===== config.mk =====
export PLATFORM = sky130hd
export DESIGN_NAME = ddr_phy_and_io_cal_control
export DESIGN_NICKNAME = d
export VERILOG_FILES = /design/src/verilog/ddr_phy_cal_pkg.sv /design/src/verilog/ddr_phy_and_io_cal_control.sv
export VERILOG_INCLUDE_DIRS = /design/src /design/src/verilog
export SDC_FILE = /design/constraint.sdc
export NUM_CORES = 1
export LEC_CHECK = 0
export BUFFER_PORTS_ARGS = -buffer_cell sky130_fd_sc_hd__buf_4
export CORE_ASPECT_RATIO = 0.5
export CORE_UTILIZATION = 45
export CTS_CLUSTER_SIZE = 8
export DETAILED_ROUTE_END_ITERATION = 10
export PLACE_DENSITY = 0.76
export SYNTH_ARGS = -nofsm -noshare
export SYNTH_HDL_FRONTEND = slang
export SYNTH_SLANG_ARGS = --single-unit

===== constraint.sdc =====
create_clock -name aclk -period 4.7 [get_ports aclk]
set_input_delay 0.94 -clock aclk [delete_from_list [all_inputs] [get_ports aclk]]
set_output_delay 0.94 -clock aclk [all_outputs]
set_load 0.005 [all_outputs]

===== src/verilog/ddr_phy_cal_defs.svh =====
// Purpose: offsets, field positions, reset values and timing counts of the phy/calibration bank
// Assumes: 32-bit axi4-lite register bus, one aligned word per register
// Notes: included by bare name; definitions only
`ifndef DDR_PHY_CAL_DEFS_SVH
`define DDR_PHY_CAL_DEFS_SVH

// register byte offsets
`define PHY_CTRL_OFS 8'h00
`define CAL_CTRL_OFS 8'h04

// phy_control_one field positions
`define PHY_SGS_BIT 7
`define PHY_RXPD_BIT 6
`define PHY_RL_MSB 2
`define PHY_RL_LSB 0
`define PHY_CTRL_RESET 32'h0000_0000

// io_calibration_control field positions
`define CAL_REFSEL_BIT 18
`define CAL_LEVEL_MSB 17
`define CAL_LEVEL_LSB 16
`define CAL_READY_BIT 15
`define CAL_GATE_BIT 14
`define CAL_CLRN_BIT 13
`define CAL_FPW_BIT 12
`define CAL_FNW_BIT 11
`define CAL_FPS_BIT 10
`define CAL_FNS_BIT 9
`define CAL_SAVER_BIT 8
`define CAL_LOCK_BIT 7
`define CAL_OFF_BIT 6
`define CAL_DRIVE_MSB 5
`define CAL_DRIVE_LSB 3
`define CAL_FILT_MSB 2
`define CAL_FILT_LSB 0
`define CAL_CTRL_RESET 32'h0000_0077

// axi response codes
`define RESP_OKAY 2'h0
`define RESP_SLVERR 2'h2

// calibration settle time and its cycle count at the 40 ns clock
`define CLK_PERIOD_NS 40
`define CAL_SETTLE_NS 2000
`define CAL_SETTLE_CYCLES ((`CAL_SETTLE_NS + `CLK_PERIOD_NS - 1) / `CLK_PERIOD_NS)

`endif


===== src/verilog/ddr_phy_cal_pkg.sv =====
// Purpose: types shared by the phy/calibration control bank
// Assumes: field layout as in ddr_phy_cal_defs.svh
// Notes: types only; numbers live in the header
package ddr_phy_cal_pkg;

   // software view of phy_control_one
   typedef struct packed {
      logic strobe_gate_source;
      logic rx_idle_powerdown;
      logic [2:0] read_latency_cycles;
   } phy_ctrl_t;

   // software view of io_calibration_control, ready excluded
   typedef struct packed {
      logic internal_ref_select;
      logic [1:0] ref_level_select;
      logic input_buffer_pd_gate;
      logic cal_flop_clear_n;
      logic force_pside_weaker;
      logic force_nside_weaker;
      logic force_pside_stronger;
      logic force_nside_stronger;
      logic cal_resistor_saver;
      logic impedance_lock;
      logic cal_unit_off;
      logic [2:0] drive_code;
      logic [2:0] filter_code;
   } cal_ctrl_t;

   // impedance calibration sequencer
   typedef enum logic [2:0] {
      CAL_IDLE = 3'h1,
      CAL_RUN = 3'h2,
      CAL_DONE = 3'h4
   } cal_state_t;

endpackage : ddr_phy_cal_pkg


===== src/verilog/ddr_phy_and_io_cal_control.sv =====
// Purpose: axi4-lite register bank for ddr phy read control and io impedance calibration
// Assumes: aclk is also the memory clock; inputs synchronous to aclk
// Notes: two registers, unmapped addresses answer slverr
`timescale 1ns/1ps
`include "ddr_phy_cal_defs.svh"

module ddr_phy_and_io_cal_control (
   // clock and reset
   input wire logic aclk,
   input wire logic aresetn,
   // axi4-lite write address
   input wire logic s_axil_awvalid,
   output logic s_axil_awready,
   input wire logic [7:0] s_axil_awaddr,
   input wire logic [2:0] s_axil_awprot,
   // axi4-lite write data
   input wire logic s_axil_wvalid,
   output logic s_axil_wready,
   input wire logic [31:0] s_axil_wdata,
   input wire logic [3:0] s_axil_wstrb,
   // axi4-lite write response
   output logic s_axil_bvalid,
   input wire logic s_axil_bready,
   output logic [1:0] s_axil_bresp,
   // axi4-lite read address
   input wire logic s_axil_arvalid,
   output logic s_axil_arready,
   input wire logic [7:0] s_axil_araddr,
   input wire logic [2:0] s_axil_arprot,
   // axi4-lite read data
   output logic s_axil_rvalid,
   input wire logic s_axil_rready,
   output logic [31:0] s_axil_rdata,
   output logic [1:0] s_axil_rresp,
   // phy read path
   input wire logic read_issue,
   input wire logic ext_strobe_gate,
   output logic read_capture,
   output logic strobe_gate_en,
   output logic rx_powered_down,
   // io reference
   output logic ref_internal,
   output logic [1:0] ref_level,
   // impedance calibration
   output logic [3:0] drive_force,
   output logic resistor_current_on,
   output logic cal_ready,
   output logic impedance_hold,
   output logic [2:0] drive_code,
   output logic [2:0] filter_code
);

   // register contents and calibration sequencer state
   ddr_phy_cal_pkg::phy_ctrl_t phy_ctrl;
   ddr_phy_cal_pkg::cal_ctrl_t cal_ctrl;
   ddr_phy_cal_pkg::cal_state_t cal_state;
   logic [7:0] settle_count;

   // write channel state, plus the read handshake flags
   logic aw_hold;
   logic w_hold;
   logic [7:0] aw_addr;
   logic [31:0] w_data;
   logic [3:0] w_strb;
   logic do_write;
   logic next_aw_hold;
   logic next_w_hold;
   logic next_bvalid;
   logic next_rvalid;
   logic aw_take;
   logic w_take;
   logic ar_take;

   // read path state
   logic [7:0] read_pipe;
   logic read_active;

   // one-hot register select: bit 0 phy_control_one, bit 1 io_calibration_control
   function automatic logic [1:0] reg_select(input logic [7:0] addr);
      logic [1:0] sel;
      sel = 2'h0;
      if (addr == `PHY_CTRL_OFS) begin
         sel = 2'h1;
      end else if (addr == `CAL_CTRL_OFS) begin
         sel = 2'h2;
      end
      return sel;
   endfunction : reg_select

   // byte-lane merge of a write into the current word
   function automatic logic [31:0] lane_merge(input logic [31:0] old_word,
                                              input logic [31:0] new_word,
                                              input logic [3:0] strb);
      logic [31:0] word;
      word = old_word;
      for (int i = 0; i < 4; i++) begin
         if (strb[i]) begin
            word[i*8 +: 8] = new_word[i*8 +: 8];
         end
      end
      return word;
   endfunction : lane_merge

   // word images of the registers; reserved bits stay zero
   function automatic logic [31:0] phy_word(input ddr_phy_cal_pkg::phy_ctrl_t p);
      logic [31:0] word;
      word = 32'h0000_0000;
      word[`PHY_SGS_BIT] = p.strobe_gate_source;
      word[`PHY_RXPD_BIT] = p.rx_idle_powerdown;
      word[`PHY_RL_MSB:`PHY_RL_LSB] = p.read_latency_cycles;
      return word;
   endfunction : phy_word

   function automatic logic [31:0] cal_word(input ddr_phy_cal_pkg::cal_ctrl_t c,
                                            input logic ready);
      logic [31:0] word;
      word = 32'h0000_0000;
      word[`CAL_REFSEL_BIT] = c.internal_ref_select;
      word[`CAL_LEVEL_MSB:`CAL_LEVEL_LSB] = c.ref_level_select;
      word[`CAL_READY_BIT] = ready;
      word[`CAL_GATE_BIT] = c.input_buffer_pd_gate;
      word[`CAL_CLRN_BIT] = c.cal_flop_clear_n;
      word[`CAL_FPW_BIT] = c.force_pside_weaker;
      word[`CAL_FNW_BIT] = c.force_nside_weaker;
      word[`CAL_FPS_BIT] = c.force_pside_stronger;
      word[`CAL_FNS_BIT] = c.force_nside_stronger;
      word[`CAL_SAVER_BIT] = c.cal_resistor_saver;
      word[`CAL_LOCK_BIT] = c.impedance_lock;
      word[`CAL_OFF_BIT] = c.cal_unit_off;
      word[`CAL_DRIVE_MSB:`CAL_DRIVE_LSB] = c.drive_code;
      word[`CAL_FILT_MSB:`CAL_FILT_LSB] = c.filter_code;
      return word;
   endfunction : cal_word

   // stored fields of a word image; struct field order follows the bit layout
   function automatic ddr_phy_cal_pkg::phy_ctrl_t phy_fields(input logic [31:0] w);
      return {w[`PHY_SGS_BIT:`PHY_RXPD_BIT], w[`PHY_RL_MSB:`PHY_RL_LSB]};
   endfunction : phy_fields

   // ready (bit 15) and reserved bits fall out here, so writes cannot reach them
   function automatic ddr_phy_cal_pkg::cal_ctrl_t cal_fields(input logic [31:0] w);
      return {w[`CAL_REFSEL_BIT:`CAL_LEVEL_LSB], w[`CAL_GATE_BIT:`CAL_FILT_LSB]};
   endfunction : cal_fields

   // handshakes and next values of the channel flags
   always_comb begin
      aw_take = s_axil_awvalid & s_axil_awready;
      w_take = s_axil_wvalid & s_axil_wready;
      ar_take = s_axil_arvalid & s_axil_arready;
      do_write = aw_hold & w_hold & ~s_axil_bvalid;
      next_aw_hold = (aw_hold | aw_take) & ~do_write;
      next_w_hold = (w_hold | w_take) & ~do_write;
      next_bvalid = do_write | (s_axil_bvalid & ~s_axil_bready);
      next_rvalid = ar_take | (s_axil_rvalid & ~s_axil_rready);
   end

   // write address and data are taken in either order and held until both are in
   always_ff @(posedge aclk) begin
      if (!aresetn) begin
         aw_hold <= 1'b0;
         w_hold <= 1'b0;
         aw_addr <= 8'h00;
         w_data <= 32'h0000_0000;
         w_strb <= 4'h0;
         s_axil_awready <= 1'b0;
         s_axil_wready <= 1'b0;
      end else begin
         aw_hold <= next_aw_hold;
         w_hold <= next_w_hold;
         if (aw_take) begin
            aw_addr <= s_axil_awaddr;
         end
         if (w_take) begin
            w_data <= s_axil_wdata;
            w_strb <= s_axil_wstrb;
         end
         // no new beat is accepted while a response is still owed
         s_axil_awready <= ~next_aw_hold & ~next_bvalid;
         s_axil_wready <= ~next_w_hold & ~next_bvalid;
      end
   end

   // write response: slverr for an address outside the bank
   always_ff @(posedge aclk) begin
      if (!aresetn) begin
         s_axil_bvalid <= 1'b0;
         s_axil_bresp <= `RESP_OKAY;
      end else begin
         s_axil_bvalid <= next_bvalid;
         if (do_write) begin
            s_axil_bresp <= (reg_select(aw_addr) == 2'h0) ? `RESP_SLVERR : `RESP_OKAY;
         end
      end
   end

   // register update; only defined fields are stored, so reserved bits ignore writes
   always_ff @(posedge aclk) begin
      if (!aresetn) begin
         phy_ctrl <= phy_fields(`PHY_CTRL_RESET);
         cal_ctrl <= cal_fields(`CAL_CTRL_RESET);
      end else if (do_write && reg_select(aw_addr) == 2'h1) begin
         phy_ctrl <= phy_fields(lane_merge(phy_word(phy_ctrl), w_data, w_strb));
      end else if (do_write && reg_select(aw_addr) == 2'h2) begin
         cal_ctrl <= cal_fields(lane_merge(cal_word(cal_ctrl, 1'b0), w_data, w_strb));
      end
   end

   // read channel: data sampled at the address handshake, answered one cycle later
   always_ff @(posedge aclk) begin
      if (!aresetn) begin
         s_axil_arready <= 1'b0;
         s_axil_rvalid <= 1'b0;
         s_axil_rdata <= 32'h0000_0000;
         s_axil_rresp <= `RESP_OKAY;
      end else begin
         s_axil_arready <= ~next_rvalid;
         s_axil_rvalid <= next_rvalid;
         if (ar_take) begin
            case (reg_select(s_axil_araddr))
               2'h1: begin
                  s_axil_rdata <= phy_word(phy_ctrl);
                  s_axil_rresp <= `RESP_OKAY;
               end
               2'h2: begin
                  s_axil_rdata <= cal_word(cal_ctrl, cal_ready);
                  s_axil_rresp <= `RESP_OKAY;
               end
               default: begin
                  s_axil_rdata <= 32'h0000_0000;
                  s_axil_rresp <= `RESP_SLVERR;
               end
            endcase
         end
      end
   end

   // read capture delay line; software keeps the latency in the legal window
   always_ff @(posedge aclk) begin
      if (!aresetn) begin
         read_pipe <= 8'h00;
         read_capture <= 1'b0;
      end else begin
         read_pipe <= {read_pipe[6:0], read_issue};
         read_capture <= read_pipe[phy_ctrl.read_latency_cycles];
      end
   end

   // a read is in flight from its issue until it shifts out of the last of the eight delay stages
   assign read_active = read_issue | (|read_pipe);

   // strobe gating and idle receiver power-down
   always_ff @(posedge aclk) begin
      if (!aresetn) begin
         strobe_gate_en <= 1'b0;
         rx_powered_down <= 1'b0;
      end else begin
         // internal gating opens for the whole read window
         strobe_gate_en <= phy_ctrl.strobe_gate_source ? ext_strobe_gate : read_active;
         rx_powered_down <= cal_ctrl.input_buffer_pd_gate
                            & phy_ctrl.rx_idle_powerdown & ~read_active;
      end
   end

   // calibration sequencer; a stored clear bit of zero holds its flops cleared
   always_ff @(posedge aclk) begin
      if (!aresetn) begin
         cal_state <= ddr_phy_cal_pkg::CAL_IDLE;
         settle_count <= 8'h00;
      end else if (!cal_ctrl.cal_flop_clear_n) begin
         cal_state <= ddr_phy_cal_pkg::CAL_IDLE;
         settle_count <= 8'h00;
      end else begin
         case (cal_state)
            ddr_phy_cal_pkg::CAL_IDLE: begin
               settle_count <= 8'h00;
               if (!cal_ctrl.cal_unit_off) begin
                  cal_state <= ddr_phy_cal_pkg::CAL_RUN;
               end
            end
            ddr_phy_cal_pkg::CAL_RUN: begin
               if (cal_ctrl.cal_unit_off) begin
                  cal_state <= ddr_phy_cal_pkg::CAL_IDLE;
               end else if (settle_count == 8'(`CAL_SETTLE_CYCLES - 1)) begin
                  cal_state <= ddr_phy_cal_pkg::CAL_DONE;
               end else begin
                  settle_count <= settle_count + 8'h01;
               end
            end
            ddr_phy_cal_pkg::CAL_DONE: begin
               // a locked impedance survives power-down of the unit
               if (cal_ctrl.cal_unit_off && !cal_ctrl.impedance_lock) begin
                  cal_state <= ddr_phy_cal_pkg::CAL_IDLE;
               end
            end
            default: begin
               cal_state <= ddr_phy_cal_pkg::CAL_IDLE;
            end
         endcase
      end
   end

   // ready flag and resistor current
   always_ff @(posedge aclk) begin
      if (!aresetn) begin
         cal_ready <= 1'b0;
         resistor_current_on <= 1'b0;
      end else begin
         cal_ready <= (cal_state == ddr_phy_cal_pkg::CAL_DONE);
         // with the saver set, current flows only while the sequencer measures
         resistor_current_on <= ~cal_ctrl.cal_unit_off
                                & (~cal_ctrl.cal_resistor_saver
                                   | (cal_state == ddr_phy_cal_pkg::CAL_RUN));
      end
   end

   // static controls straight from the register flops
   assign ref_internal = cal_ctrl.internal_ref_select;
   assign ref_level = cal_ctrl.ref_level_select;
   assign drive_force = {cal_ctrl.force_pside_weaker, cal_ctrl.force_nside_weaker,
                         cal_ctrl.force_pside_stronger, cal_ctrl.force_nside_stronger};
   assign impedance_hold = cal_ctrl.impedance_lock;
   assign drive_code = cal_ctrl.drive_code;
   assign filter_code = cal_ctrl.filter_code;

endmodule : ddr_phy_and_io_cal_control


==> results of run 1 <==
==> synthesized netlist by cell type (all sizes together), types with 2 or more instances <==
cell type | instances | area [µm²]
nor2 | 17 | 63.81
ha | 2 | 25.02
a21oi | 5 | 25.02
a2111oi | 2 | 17.52
mux2i | 11 | 110.1
nor3 | 3 | 15.01
xnor2 | 4 | 35.03
nand3b | 4 | 30.03
nand2 | 101 | 379.1
buf | 35 | 242.7
a211oi | 2 | 15.01
o21ai | 26 | 130.1
inv | 2 | 7.510
clkbuf | 17 | 63.81
a21boi | 31 | 232.7
or4 | 5 | 41.29
and3 | 3 | 18.77
nor4b | 2 | 23.77
nor2b | 2 | 12.51
and2 | 13 | 81.33
a22o | 14 | 122.6
dfxtp | 104 | 2082
or3b | 4 | 35.03
nand2b | 8 | 50.05
nand3 | 25 | 125.1
nor4 | 3 | 25.02
mux4 | 2 | 45.04
==> report_power, final <==
part | switching (mW) | internal (mW)
sequential | 0.0115 | 0.901
clock | 0.300 | 0.410
combinational | 0.0529 | 0.0505
==> critical path, cell delays in order <==
cell     delay [ns]
buf_4          0.10
or4_1          0.52
nor4b_2        0.33
and3_1         0.65
a22o_1         0.22
==> flip-flops by register name, indices dropped and copies added (netlist names), 3 cells and up <==
signal        count
w_data           18
filter_code       3
s_axil_rdata     19
settle_count      8
drive_force       4
w_strb            3
cal_ctrl          4
aw_addr           8
phy_ctrl          5
read_pipe         8
cal_state         3
drive_code        3
==> metal layers <==
layer  wire (µm)  share of wire (%)  vias up  global-route usage, %
li1            -                  -     1641                      -
met4         127                1.5        0                  5.495
met2        4083                 48       67                  31.83
met5           0                  0        -                      0
met1        3862                 46     1490                  23.35
met3         347                4.1       13                  7.091
==> how the worst max path moves through the flow <==
| stage | cells past startpoint | from | end | slack [ns] |
|---|---|---|---|---|
| after floorplan | 6 | s_axil_araddr[1] | s_axil_rdata[10] | 2.30 |
| after global placement | 5 | s_axil_araddr[1] | s_axil_rdata[16] | 1.89 |
| after detailed placement | 5 | s_axil_araddr[1] | s_axil_rdata[17] | 1.87 |
| after CTS | 5 | s_axil_araddr[1] | s_axil_rdata[3] | 2.23 |
| after global routing | 5 | s_axil_araddr[1] | s_axil_rdata[3] | 2.14 |
| final | 5 | s_axil_araddr[1] | s_axil_rdata[5] | 2.20 |
==> kinds of logic after synthesis <==
logic type | Yosys count | share of synthesized area (%)
compound gates | 84 | 14.02
xor+xnor | 5 | 1.060
buf+inv | 54 | 7.599
simple gates | 194 | 22.49
other cells | 1 | 0.09074
mux | 13 | 3.754
fa+ha+maj | 2 | 0.6054
flops | 104 | 50.38
==> layout by cell type, fill, tap and decap left out, drive strengths merged, types with 2 or more instances in the layout <==
cell type  netlist  layout
a2111oi          2       2
a211oi           2       2
a21boi          31      31
a21oi            5       5
a22o            14      14
and2            13      13
and3             3       3
buf             35      90
clkbuf          17      12
clkinv           0       3
conb             1      15
dfxtp          104     104
ha               2       2
inv              2       2
mux2i           11      11
mux4             2       2
nand2          101     101
nand2b           8       8
nand3           25      25
nand3b           4       4
nor2            17      17
nor2b            2       2
nor3             3       3
nor4             3       3
nor4b            2       2
o21ai           26      26
or3b             4       4
or4              5       5
xnor2            4       4
==> metrics by stage <==
stage               area (µm²)  setup WS (ns)  cells  utilization (%)  power [mW]
global placement          4701          1.892    626            53.43       1.034
global route              4982          2.137    642            56.63       1.799
CTS                       4982          2.227    642            56.63       1.747
floorplan                 4185          2.297    471                -      0.9959
finish                    4982          2.205    642            56.63       1.726
detailed placement        4701          1.867    626            53.43       1.037
==> layout make-up <==
cell class	count	share of cell area (%)
inverter	2	0.1507
clock buffer	12	4.746
timing repair buffer	90	13.56
clock inverter	4	0.9041
tap	117	2.938
multi-input combinational	313	35.91
sequential	104	41.79
==> reports/qor.csv, run 1 <==
stage,metric,value,unit
run_status,outcome,finished clean,
global_route,grt ovf,0,
die,Initial Utilization,46.97,%
clock_network,postcts setup bufs,0,
clock_network,CTS Buf Count,9,
critical_path,CP Launch Type,primary input,
timing,Final Cycle Share,53.09,%
layout,multi-input logic area,0.001789,mm²
detailed_routing,Antenna Nets Post-Route,0,
synth,Mapped Cells,457,
synth,"Distinct cells, synth",43,
placed_design,GPL Wtd Cong,0.7713,
clock_network,total clock sinks,104,
detailed_routing,DR pass1 iterations,4,
detailed_routing,wire per inst,13.11,µm
global_route,largest net degree at the start of global routing,94,
placed_design,hpwl dp,5783,µm
detailed_routing,routed vias/inst,5.002,
timing,Fin. Hold Viols,0,
clock_network,hold_buf cts,0,
synth,number of enable-type register cells in the synthesized netlist,0,
power,worst vdd ir,176.3,µV
timing,fin crit period,2.495,ns
detailed_routing,DRT iter0 DRCs,184,
detailed_routing,drc violations,0,
critical_path,CP Capture Type,flop,
critical_path,CP Data Required Time,4.98,ns
timing,fin. max-slew vios,0,
clock_network,post_cts resized,0,
synth,Synth Cell Area,0.004133,mm²
critical_path,critical path arrival,2.78,ns
layout,sequential cell area,0.002082,mm²
run,max_cap viols,0,
power,power per cell area,346.4,mW/mm²
synth,asr flop ratio synth,0,%
clock_network,Clock transition at path regs,0.06,ns
layout,Final nets,589,
global_route,first-pass GRT wire length,14190,µm
critical_path,FF-to-FF Start,aw_addr[1],
timing,"Setup violations, final",0,
clock_network,CTS tree,done,
synth,synthesis-stage register bit count,104,
synth,Most used DFF post-synth,dfxtp_1,
die,row cnt,24,
global_route,vias in the first global route,3046,
timing,clock skew,0.007475,ns
clock_network,CTS root buffer,clkbuf_16,
critical_path,Critical Setup Path Class,in2reg,
timing,Fin Hold WS,0.4545,ns
clock_network,clk_lat worst skew,0.35,ns
power,Leakage,2.035,nW
timing,worst-margin pin slew,1.145,ns
global_route,total track usage,19.26,%
min_path,Min-Delay Endpoint,s_axil_rdata[7],
min_path,Hold Path Stages,2,
die,I/O pin count,127,
layout,Layout area overhead,20.56,%
clock_network,H-tree levels,3,
timing,RSZ-0062 raised after global routing,false,
layout,filler cell count,812,
clock_network,Clock Path Buffers,2,
critical_path,Reg2Reg Setup Slack,2.43,ns
synth,Mean Syn Cell Area,9.043,µm²
timing,maximum clock rate,400.8,MHz
critical_path,R2R Path End,cal_ctrl[14],
placed_design,PortBufs,90,
die,die width,137.5,µm
timing,Setup TNS,0,ns
global_route,antenna violations before repair,0,
die,die area,0.009594,mm²
layout,share of layout cells above drive strength 1,21.33,%
critical_path,Worst Reg-to-Reg Cells,3,
min_path,worst min path class,reg2reg,
layout,Inserted Diodes,0,
detailed_routing,drt total wl,8419,µm
critical_path,crit path max fanout,14,
die,core area,0.008798,mm²
detailed_routing,vias after detailed routing,3211,
synth,Yosys warning count,0,
synth,sequential share of the synthesized area,50.38,%
timing,Worst slew margin,23.06,%
die,die height,69.77,µm
min_path,hold_sp,s_axil_rdata[7],
Power figures use the tool's default switching activity.
==> run 2: changes to the inputs <==
- clock period: 4.7 -> 2.3 ns (I/O delays scaled with it)
==> run 2 against run 1 <==
Core utilization is 0.73 points higher. Sequential power is 100% higher. Sequential share of layout area is 0.53 points lower. Largest power group unchanged. Highest routed layer unchanged. Via count is 0.53% lower. Critical endpoint is now phy_ctrl[4]. Clock-buffer cell count is 2 lower.
==> reports/qor.csv, run 2 (synthesis results as in run 1) <==
stage,metric,value,unit
critical_path,Reg2Reg Setup Slack,0.32,ns
layout,final core utilization,57.35,%
critical_path,CP Launch Type,flop,
timing,clock skew,0.006804,ns
layout,"Most flops, register",s_axil_rdata,
clock_network,postcts setup bufs,0,
critical_path,Worst Reg-to-Reg Cells,4,
layout,share of layout cells above drive strength 1,23.03,%
timing,"Setup violations, final",0,
layout,max FFs per register,19,
die,die area,0.009594,mm²
clock_network,post_cts resized,0,
detailed_routing,wire per inst,12.88,µm
clock_network,CTS tree,done,
timing,RSZ-0062 raised after global routing,false,
critical_path,FF-to-FF Start,aw_addr[1],
critical_path,crit-path cells,or4_4 > or4_1 > nand3_1 > o21ai_0,
critical_path,CP Capture Type,flop,
critical_path,critical path arrival,2.20,ns
global_route,first-pass GRT wire length,14280,µm
layout,Inserted Diodes,0,
critical_path,max incr delay on CP,0.72,ns
critical_path,Critical Path End,phy_ctrl[4],
clock_network,H-tree levels,3,
power,Leakage,2.075,nW
timing,Fin. Hold Viols,0,
timing,worst-margin pin slew,0.5788,ns
timing,maximum clock rate,504.4,MHz
clock_network,clk_lat worst skew,0.34,ns
critical_path,crit path max fanout,10,
die,die width,137.5,µm
placed_design,hpwl dp,5808,µm
die,die height,69.77,µm
placed_design,"Cell Area, Placed",0.004781,mm²
critical_path,R2R Path End,phy_ctrl[4],
layout,sequential cell area,0.002082,mm²
timing,Setup TNS,0,ns
placed_design,Place WS,0.2602,ns
layout,"commonest cells after routing, fill and taps aside","dfxtp_1 (104), nand2_1 (101), buf_4 (98)",
placed_design,PortBufs,90,
layout,Final nets,598,
detailed_routing,drt total wl,8387,µm
layout,design area,0.005046,mm²
clock_network,Clock Path Buffers,2,
die,core area,0.008798,mm²
power,worst vdd ir,376.9,µV
layout,multi-input logic area,0.001789,mm²
layout,final non-filler cell total,651,
layout,Layout area overhead,22.10,%
clock_network,CTS root buffer,clkbuf_16,
layout,"most common cell after layout, fill and taps aside",dfxtp_1,
clock_network,hold_buf cts,0,
timing,fin crit period,1.983,ns
critical_path,CP max stage cell,or4_1,
global_route,grt ovf,0,
die,Initial Utilization,46.97,%
die,I/O pin count,127,
min_path,worst min path class,in2reg,
timing,PnR worst setup slack,0.3173,ns
power,power per cell area,683.7,mW/mm²
critical_path,Critical Setup Path Class,reg2reg,
detailed_routing,Antenna Nets Post-Route,0,
layout,biggest registers after layout,"s_axil_rdata: 19 flops, w_data: 18 flops",
detailed_routing,routed vias/inst,4.906,
placed_design,# placed instances,635,
critical_path,crit path launch,aw_addr[1],
detailed_routing,drc violations,0,
die,row cnt,24,
clock_network,Clock transition at path regs,0.07,ns
timing,Final Cycle Share,86.21,%
detailed_routing,vias after detailed routing,3194,
run_status,outcome,finished clean,
clock_network,total clock sinks,104,
layout,filler cell count,771,
global_route,vias in the first global route,3008,
detailed_routing,DR pass1 iterations,4,
detailed_routing,DRT iter0 DRCs,194,
placed_design,GPL Wtd Cong,0.7722,
run,max_cap viols,0,
clock_network,CTS Buf Count,9,
global_route,largest net degree at the start of global routing,80,
critical_path,CP Data Required Time,2.52,ns
timing,Worst slew margin,60.87,%
global_route,antenna violations before repair,0,
timing,fin. max-slew vios,0,
global_route,total track usage,19.28,%
## run 2: cell types whose count changed in the layout (fill, tap and decap cells not counted)
cell and delta:
clkinvlp_4 +1, clkinv_4 +1, clkbuf_1 -2, clkinv_2 +1
bufinv_16 -1, buf_4 +8, buf_12 +1
## run 2: worst min-delay path by stage
stage / startpoint / end / slack (ns) / depth (start not counted)
global route: read_issue / read_pipe[0] / 0.34 / 2
floorplan: aw_hold / s_axil_awready / 0.42 / 1
detailed placement: s_axil_rdata[7] / s_axil_rdata[7] / 0.44 / 2
global placement: s_axil_rdata[7] / s_axil_rdata[7] / 0.44 / 2
CTS: read_issue / read_pipe[0] / 0.33 / 2
finish: read_issue / read_pipe[0] / 0.34 / 2
## run 2: per-stage QoR
step                hold WS [ns]  total power, mW
floorplan                 0.4220            2.035
global placement          0.4378            2.123
detailed placement        0.4436            2.126
CTS                       0.3341            3.483
global route              0.3356            3.604
finish                    0.3408            3.450
## run 2: area by class of cell
class,count,area share [%]
clock inverters,6,0.7191
well taps,117,2.901
flip-flops and latches,104,41.26
repair buffers,99,14.98
clock buffers,10,4.538
multi-input cells,313,35.46
inverters,2,0.1488
## run 2: worst max-delay path: cells and delay by family, from the launching register on
kind             cells  cell delay, ns
AND/OR/NAND/NOR      3            1.45
flip-flops           1            0.32
AO/OA/AOI/OAI        1            0.09
## run 2: power by group
group	internal [mW]	switching (mW)	total, mW
Sequential	1.84	0.0234	1.86
Combinational	0.111	0.110	0.220
Clock	0.728	0.638	1.37
Total	2.68	0.771	3.45
## run 2: per-layer routing
layer  track usage (%)  wire length, µm
met1             23.22             3881
met2             32.10             4022
met3             7.091              397
met4             5.372               85
met5                 0                0
==> run 3: changes to the inputs <==
- ABC_AREA: unset -> 1
==> run 3 against run 2 <==
Setup slack better by 0.52 ns. First-iteration DRC count is 28% higher. Worst hold slack worse by 0.033 ns. Critical path type unchanged. Critical endpoint is now drive_force[3]. Largest cell class unchanged. Largest power group unchanged.
==> reports/qor.csv, run 3 <==
stage,metric,value,unit
detailed_routing,met3 wire length,434,µm
timing,Worst slew margin,57.51,%
timing,PnR worst setup slack,0.8404,ns
timing,clock skew,0.006313,ns
layout,Layout area overhead,21.02,%
critical_path,CP max stage cell,nor2_1,
clock_network,H-tree levels,3,
power,worst vdd ir,413.2,µV
synth,"count leader, synth",dfxtp_1,
synth,sequential share of the synthesized area,47.33,%
synth,Yosys warning count,0,
critical_path,cell family with most CP delay,simple AND/OR/NAND/NOR gates,
layout,Final nets,739,
timing,Setup TNS,0,ns
global_route,antenna violations before repair,0,
power,Sw Ratio,23.70,%
clock_network,Clock transition at path regs,0.07,ns
clock_network,postcts setup bufs,0,
critical_path,critical path arrival,1.70,ns
detailed_routing,vias after detailed routing,3809,
die,I/O pin count,127,
synth,Most used DFF post-synth,dfxtp_1,
die,row cnt,25,
clock_network,total clock sinks,104,
power,power per cell area,707.9,mW/mm²
timing,Fin. Hold Viols,0,
synth,asr flop ratio synth,0,%
detailed_routing,drc violations,0,
global_route,total track usage,20.14,%
clock_network,post_cts resized,0,
critical_path,CP bufs+invs,1,
placed_design,PortBufs,90,
synth,synthesis-stage register bit count,104,
layout,design area,0.005324,mm²
clock_network,CTS root buffer,clkbuf_16,
critical_path,crit-path cells,inv_1 > nand3_1 > nor2_1 > nor2_1 > nand3_1 > nand2_1 > nor2_1,
detailed_routing,DR pass1 iterations,4,
synth,"Distinct cells, synth",30,
layout,"commonest cells after routing, fill and taps aside","dfxtp_1 (104), nor2_1 (101), buf_4 (94)",
die,die width,141.8,µm
layout,Inserted Diodes,0,
timing,fin crit period,1.460,ns
power,clock share of power,39.6,%
clock_network,clk_lat worst skew,0.34,ns
detailed_routing,drt total wl,9734,µm
synth,number of enable-type register cells in the synthesized netlist,0,
synth,Synth top cells by count,"dfxtp_1 (104), nor2_1 (101), nand2_1 (91)",
power,Leakage,2.435,nW
detailed_routing,metal2 WL,4369,µm
power,P_sw,0.8933,mW
die,die height,71.92,µm
critical_path,CP most frequent cell,nor2_1,
critical_path,crit path max fanout,7,
detailed_routing,DRT iter0 DRCs,248,
timing,maximum clock rate,685.1,MHz
clock_network,CTS Buf Count,9,
run,max_cap viols,0,
timing,Final Cycle Share,63.46,%
timing,RSZ-0062 raised after global routing,false,
min_path,worst min path class,in2reg,
timing,fin. max-slew vios,0,
synth,Mean Syn Cell Area,7.357,µm²
critical_path,Reg2Reg Setup Slack,0.84,ns
power,internal power,2.875,mW
clock_network,CTS tree,done,
detailed_routing,Antenna Nets Post-Route,0,
synth,top-area cell type share of the netlist area,47.33,%
die,core area,0.009478,mm²
detailed_routing,routed vias/inst,4.702,
global_route,grt ovf,0,
global_route,vias in the first global route,3451,
die,die area,0.01020,mm²
synth,Synth Cell Area,0.004399,mm²
synth,synth top area cells,"dfxtp_1 (47%), nor2_1 (8.6%), nand2_1 (7.8%), o21ai_0 (7.1%), inv_1 (5.5%)",
global_route,largest net degree at the start of global routing,48,
synth,Mapped Cells,598,
critical_path,CP Data Required Time,2.54,ns
detailed_routing,Top Metal Used,met4,
detailed_routing,M1 WL,4807,µm
layout,"most common cell after layout, fill and taps aside",dfxtp_1,
critical_path,Critical Setup Path Class,reg2reg,
layout,biggest registers after layout,"s_axil_rdata: 19 flops, w_data: 18 flops",
synth,post-synth top area cell,dfxtp_1,
critical_path,max incr delay on CP,0.38,ns
placed_design,"Cell Area, Placed",0.005036,mm²
clock_network,hold_buf cts,0,
timing,"Setup violations, final",0,
detailed_routing,wire per inst,12.02,µm
timing,worst-margin pin slew,0.6352,ns
placed_design,Place WS,0.5482,ns
power,power share of the sequential group,50.8,%
run_status,outcome,finished clean,
placed_design,hpwl dp,6966,µm
clock_network,Clock Path Buffers,2,
placed_design,GPL Wtd Cong,0.8470,
layout,"Most flops, register",s_axil_rdata,
die,Initial Utilization,46.42,%
power,Comb pwr share,9.6,%
critical_path,CP Launch Type,flop,
layout,share of layout cells above drive strength 1,18.37,%
layout,max FFs per register,19,
critical_path,CP Capture Type,flop,
global_route,first-pass GRT wire length,15970,µm
## run 3: layout make-up
cell class              instances  area (µm²)
clock buffers                  10       229.0
clock inverters                 6       58.81
fillers                       919        4154
inverters                      68       255.2
multi-input cells             393        1824
flip-flops and latches        104        2082
well taps                     135       168.9
repair buffers                 94       705.7
## run 3: kinds of logic after synthesis
family | Yosys count | synth area share [%]
AND/OR/NAND/NOR | 262 | 26.39
buffers and inverters | 115 | 12.40
AO/OA/AOI/OAI | 113 | 13.03
flip-flops | 104 | 47.33
adder cells (fa/ha/maj) | 2 | 0.5687
XOR/XNOR | 1 | 0.1991
other | 1 | 0.08524
## run 3: through the flow
step	std cells	power [mW]	hold slack, ns	utilization (%)
2_1_floorplan	612	2.173	0.3987	-
3_3_place_gp	794	2.304	0.4283	53.14
3_5_place_dp	794	2.316	0.4267	53.14
4_1_cts	810	3.803	0.2973	56.17
5_1_grt	810	3.922	0.3101	56.17
6_report	810	3.769	0.3078	56.17
## run 3: layer usage
| metal | GRT usage [%] | vias to the layer above |
|---|---|---|
| met5 | 0 | - |
| li1 | - | 2002 |
| met1 | 26.26 | 1721 |
| met4 | 7.527 | 0 |
| met2 | 32.24 | 74 |
| met3 | 5.611 | 12 |
## run 3: worst paths after layout
kind,from,end,cells after the start
min reg2reg,w_hold,s_axil_wready,1
min,read_issue,read_pipe[0],3
max reg2reg,aw_addr[2],drive_force[3],7
max,aw_addr[2],drive_force[3],7
## run 3: tightest hold or removal path, delay by kind of cell
kind	cells	cell delay, ns
buf+inv	2	0.13
simple gates	1	0.04
## run 3: power by group through the flow
stage                     clock network [mW]  logic, mW  registers [mW]
after global routing                    1.59      0.405            1.92
after floorplan                            0      0.222            1.95
final                                   1.49      0.360            1.92
after CTS                               1.53      0.361            1.92
after global placement                     0      0.349            1.95
after detailed placement                   0      0.360            1.96
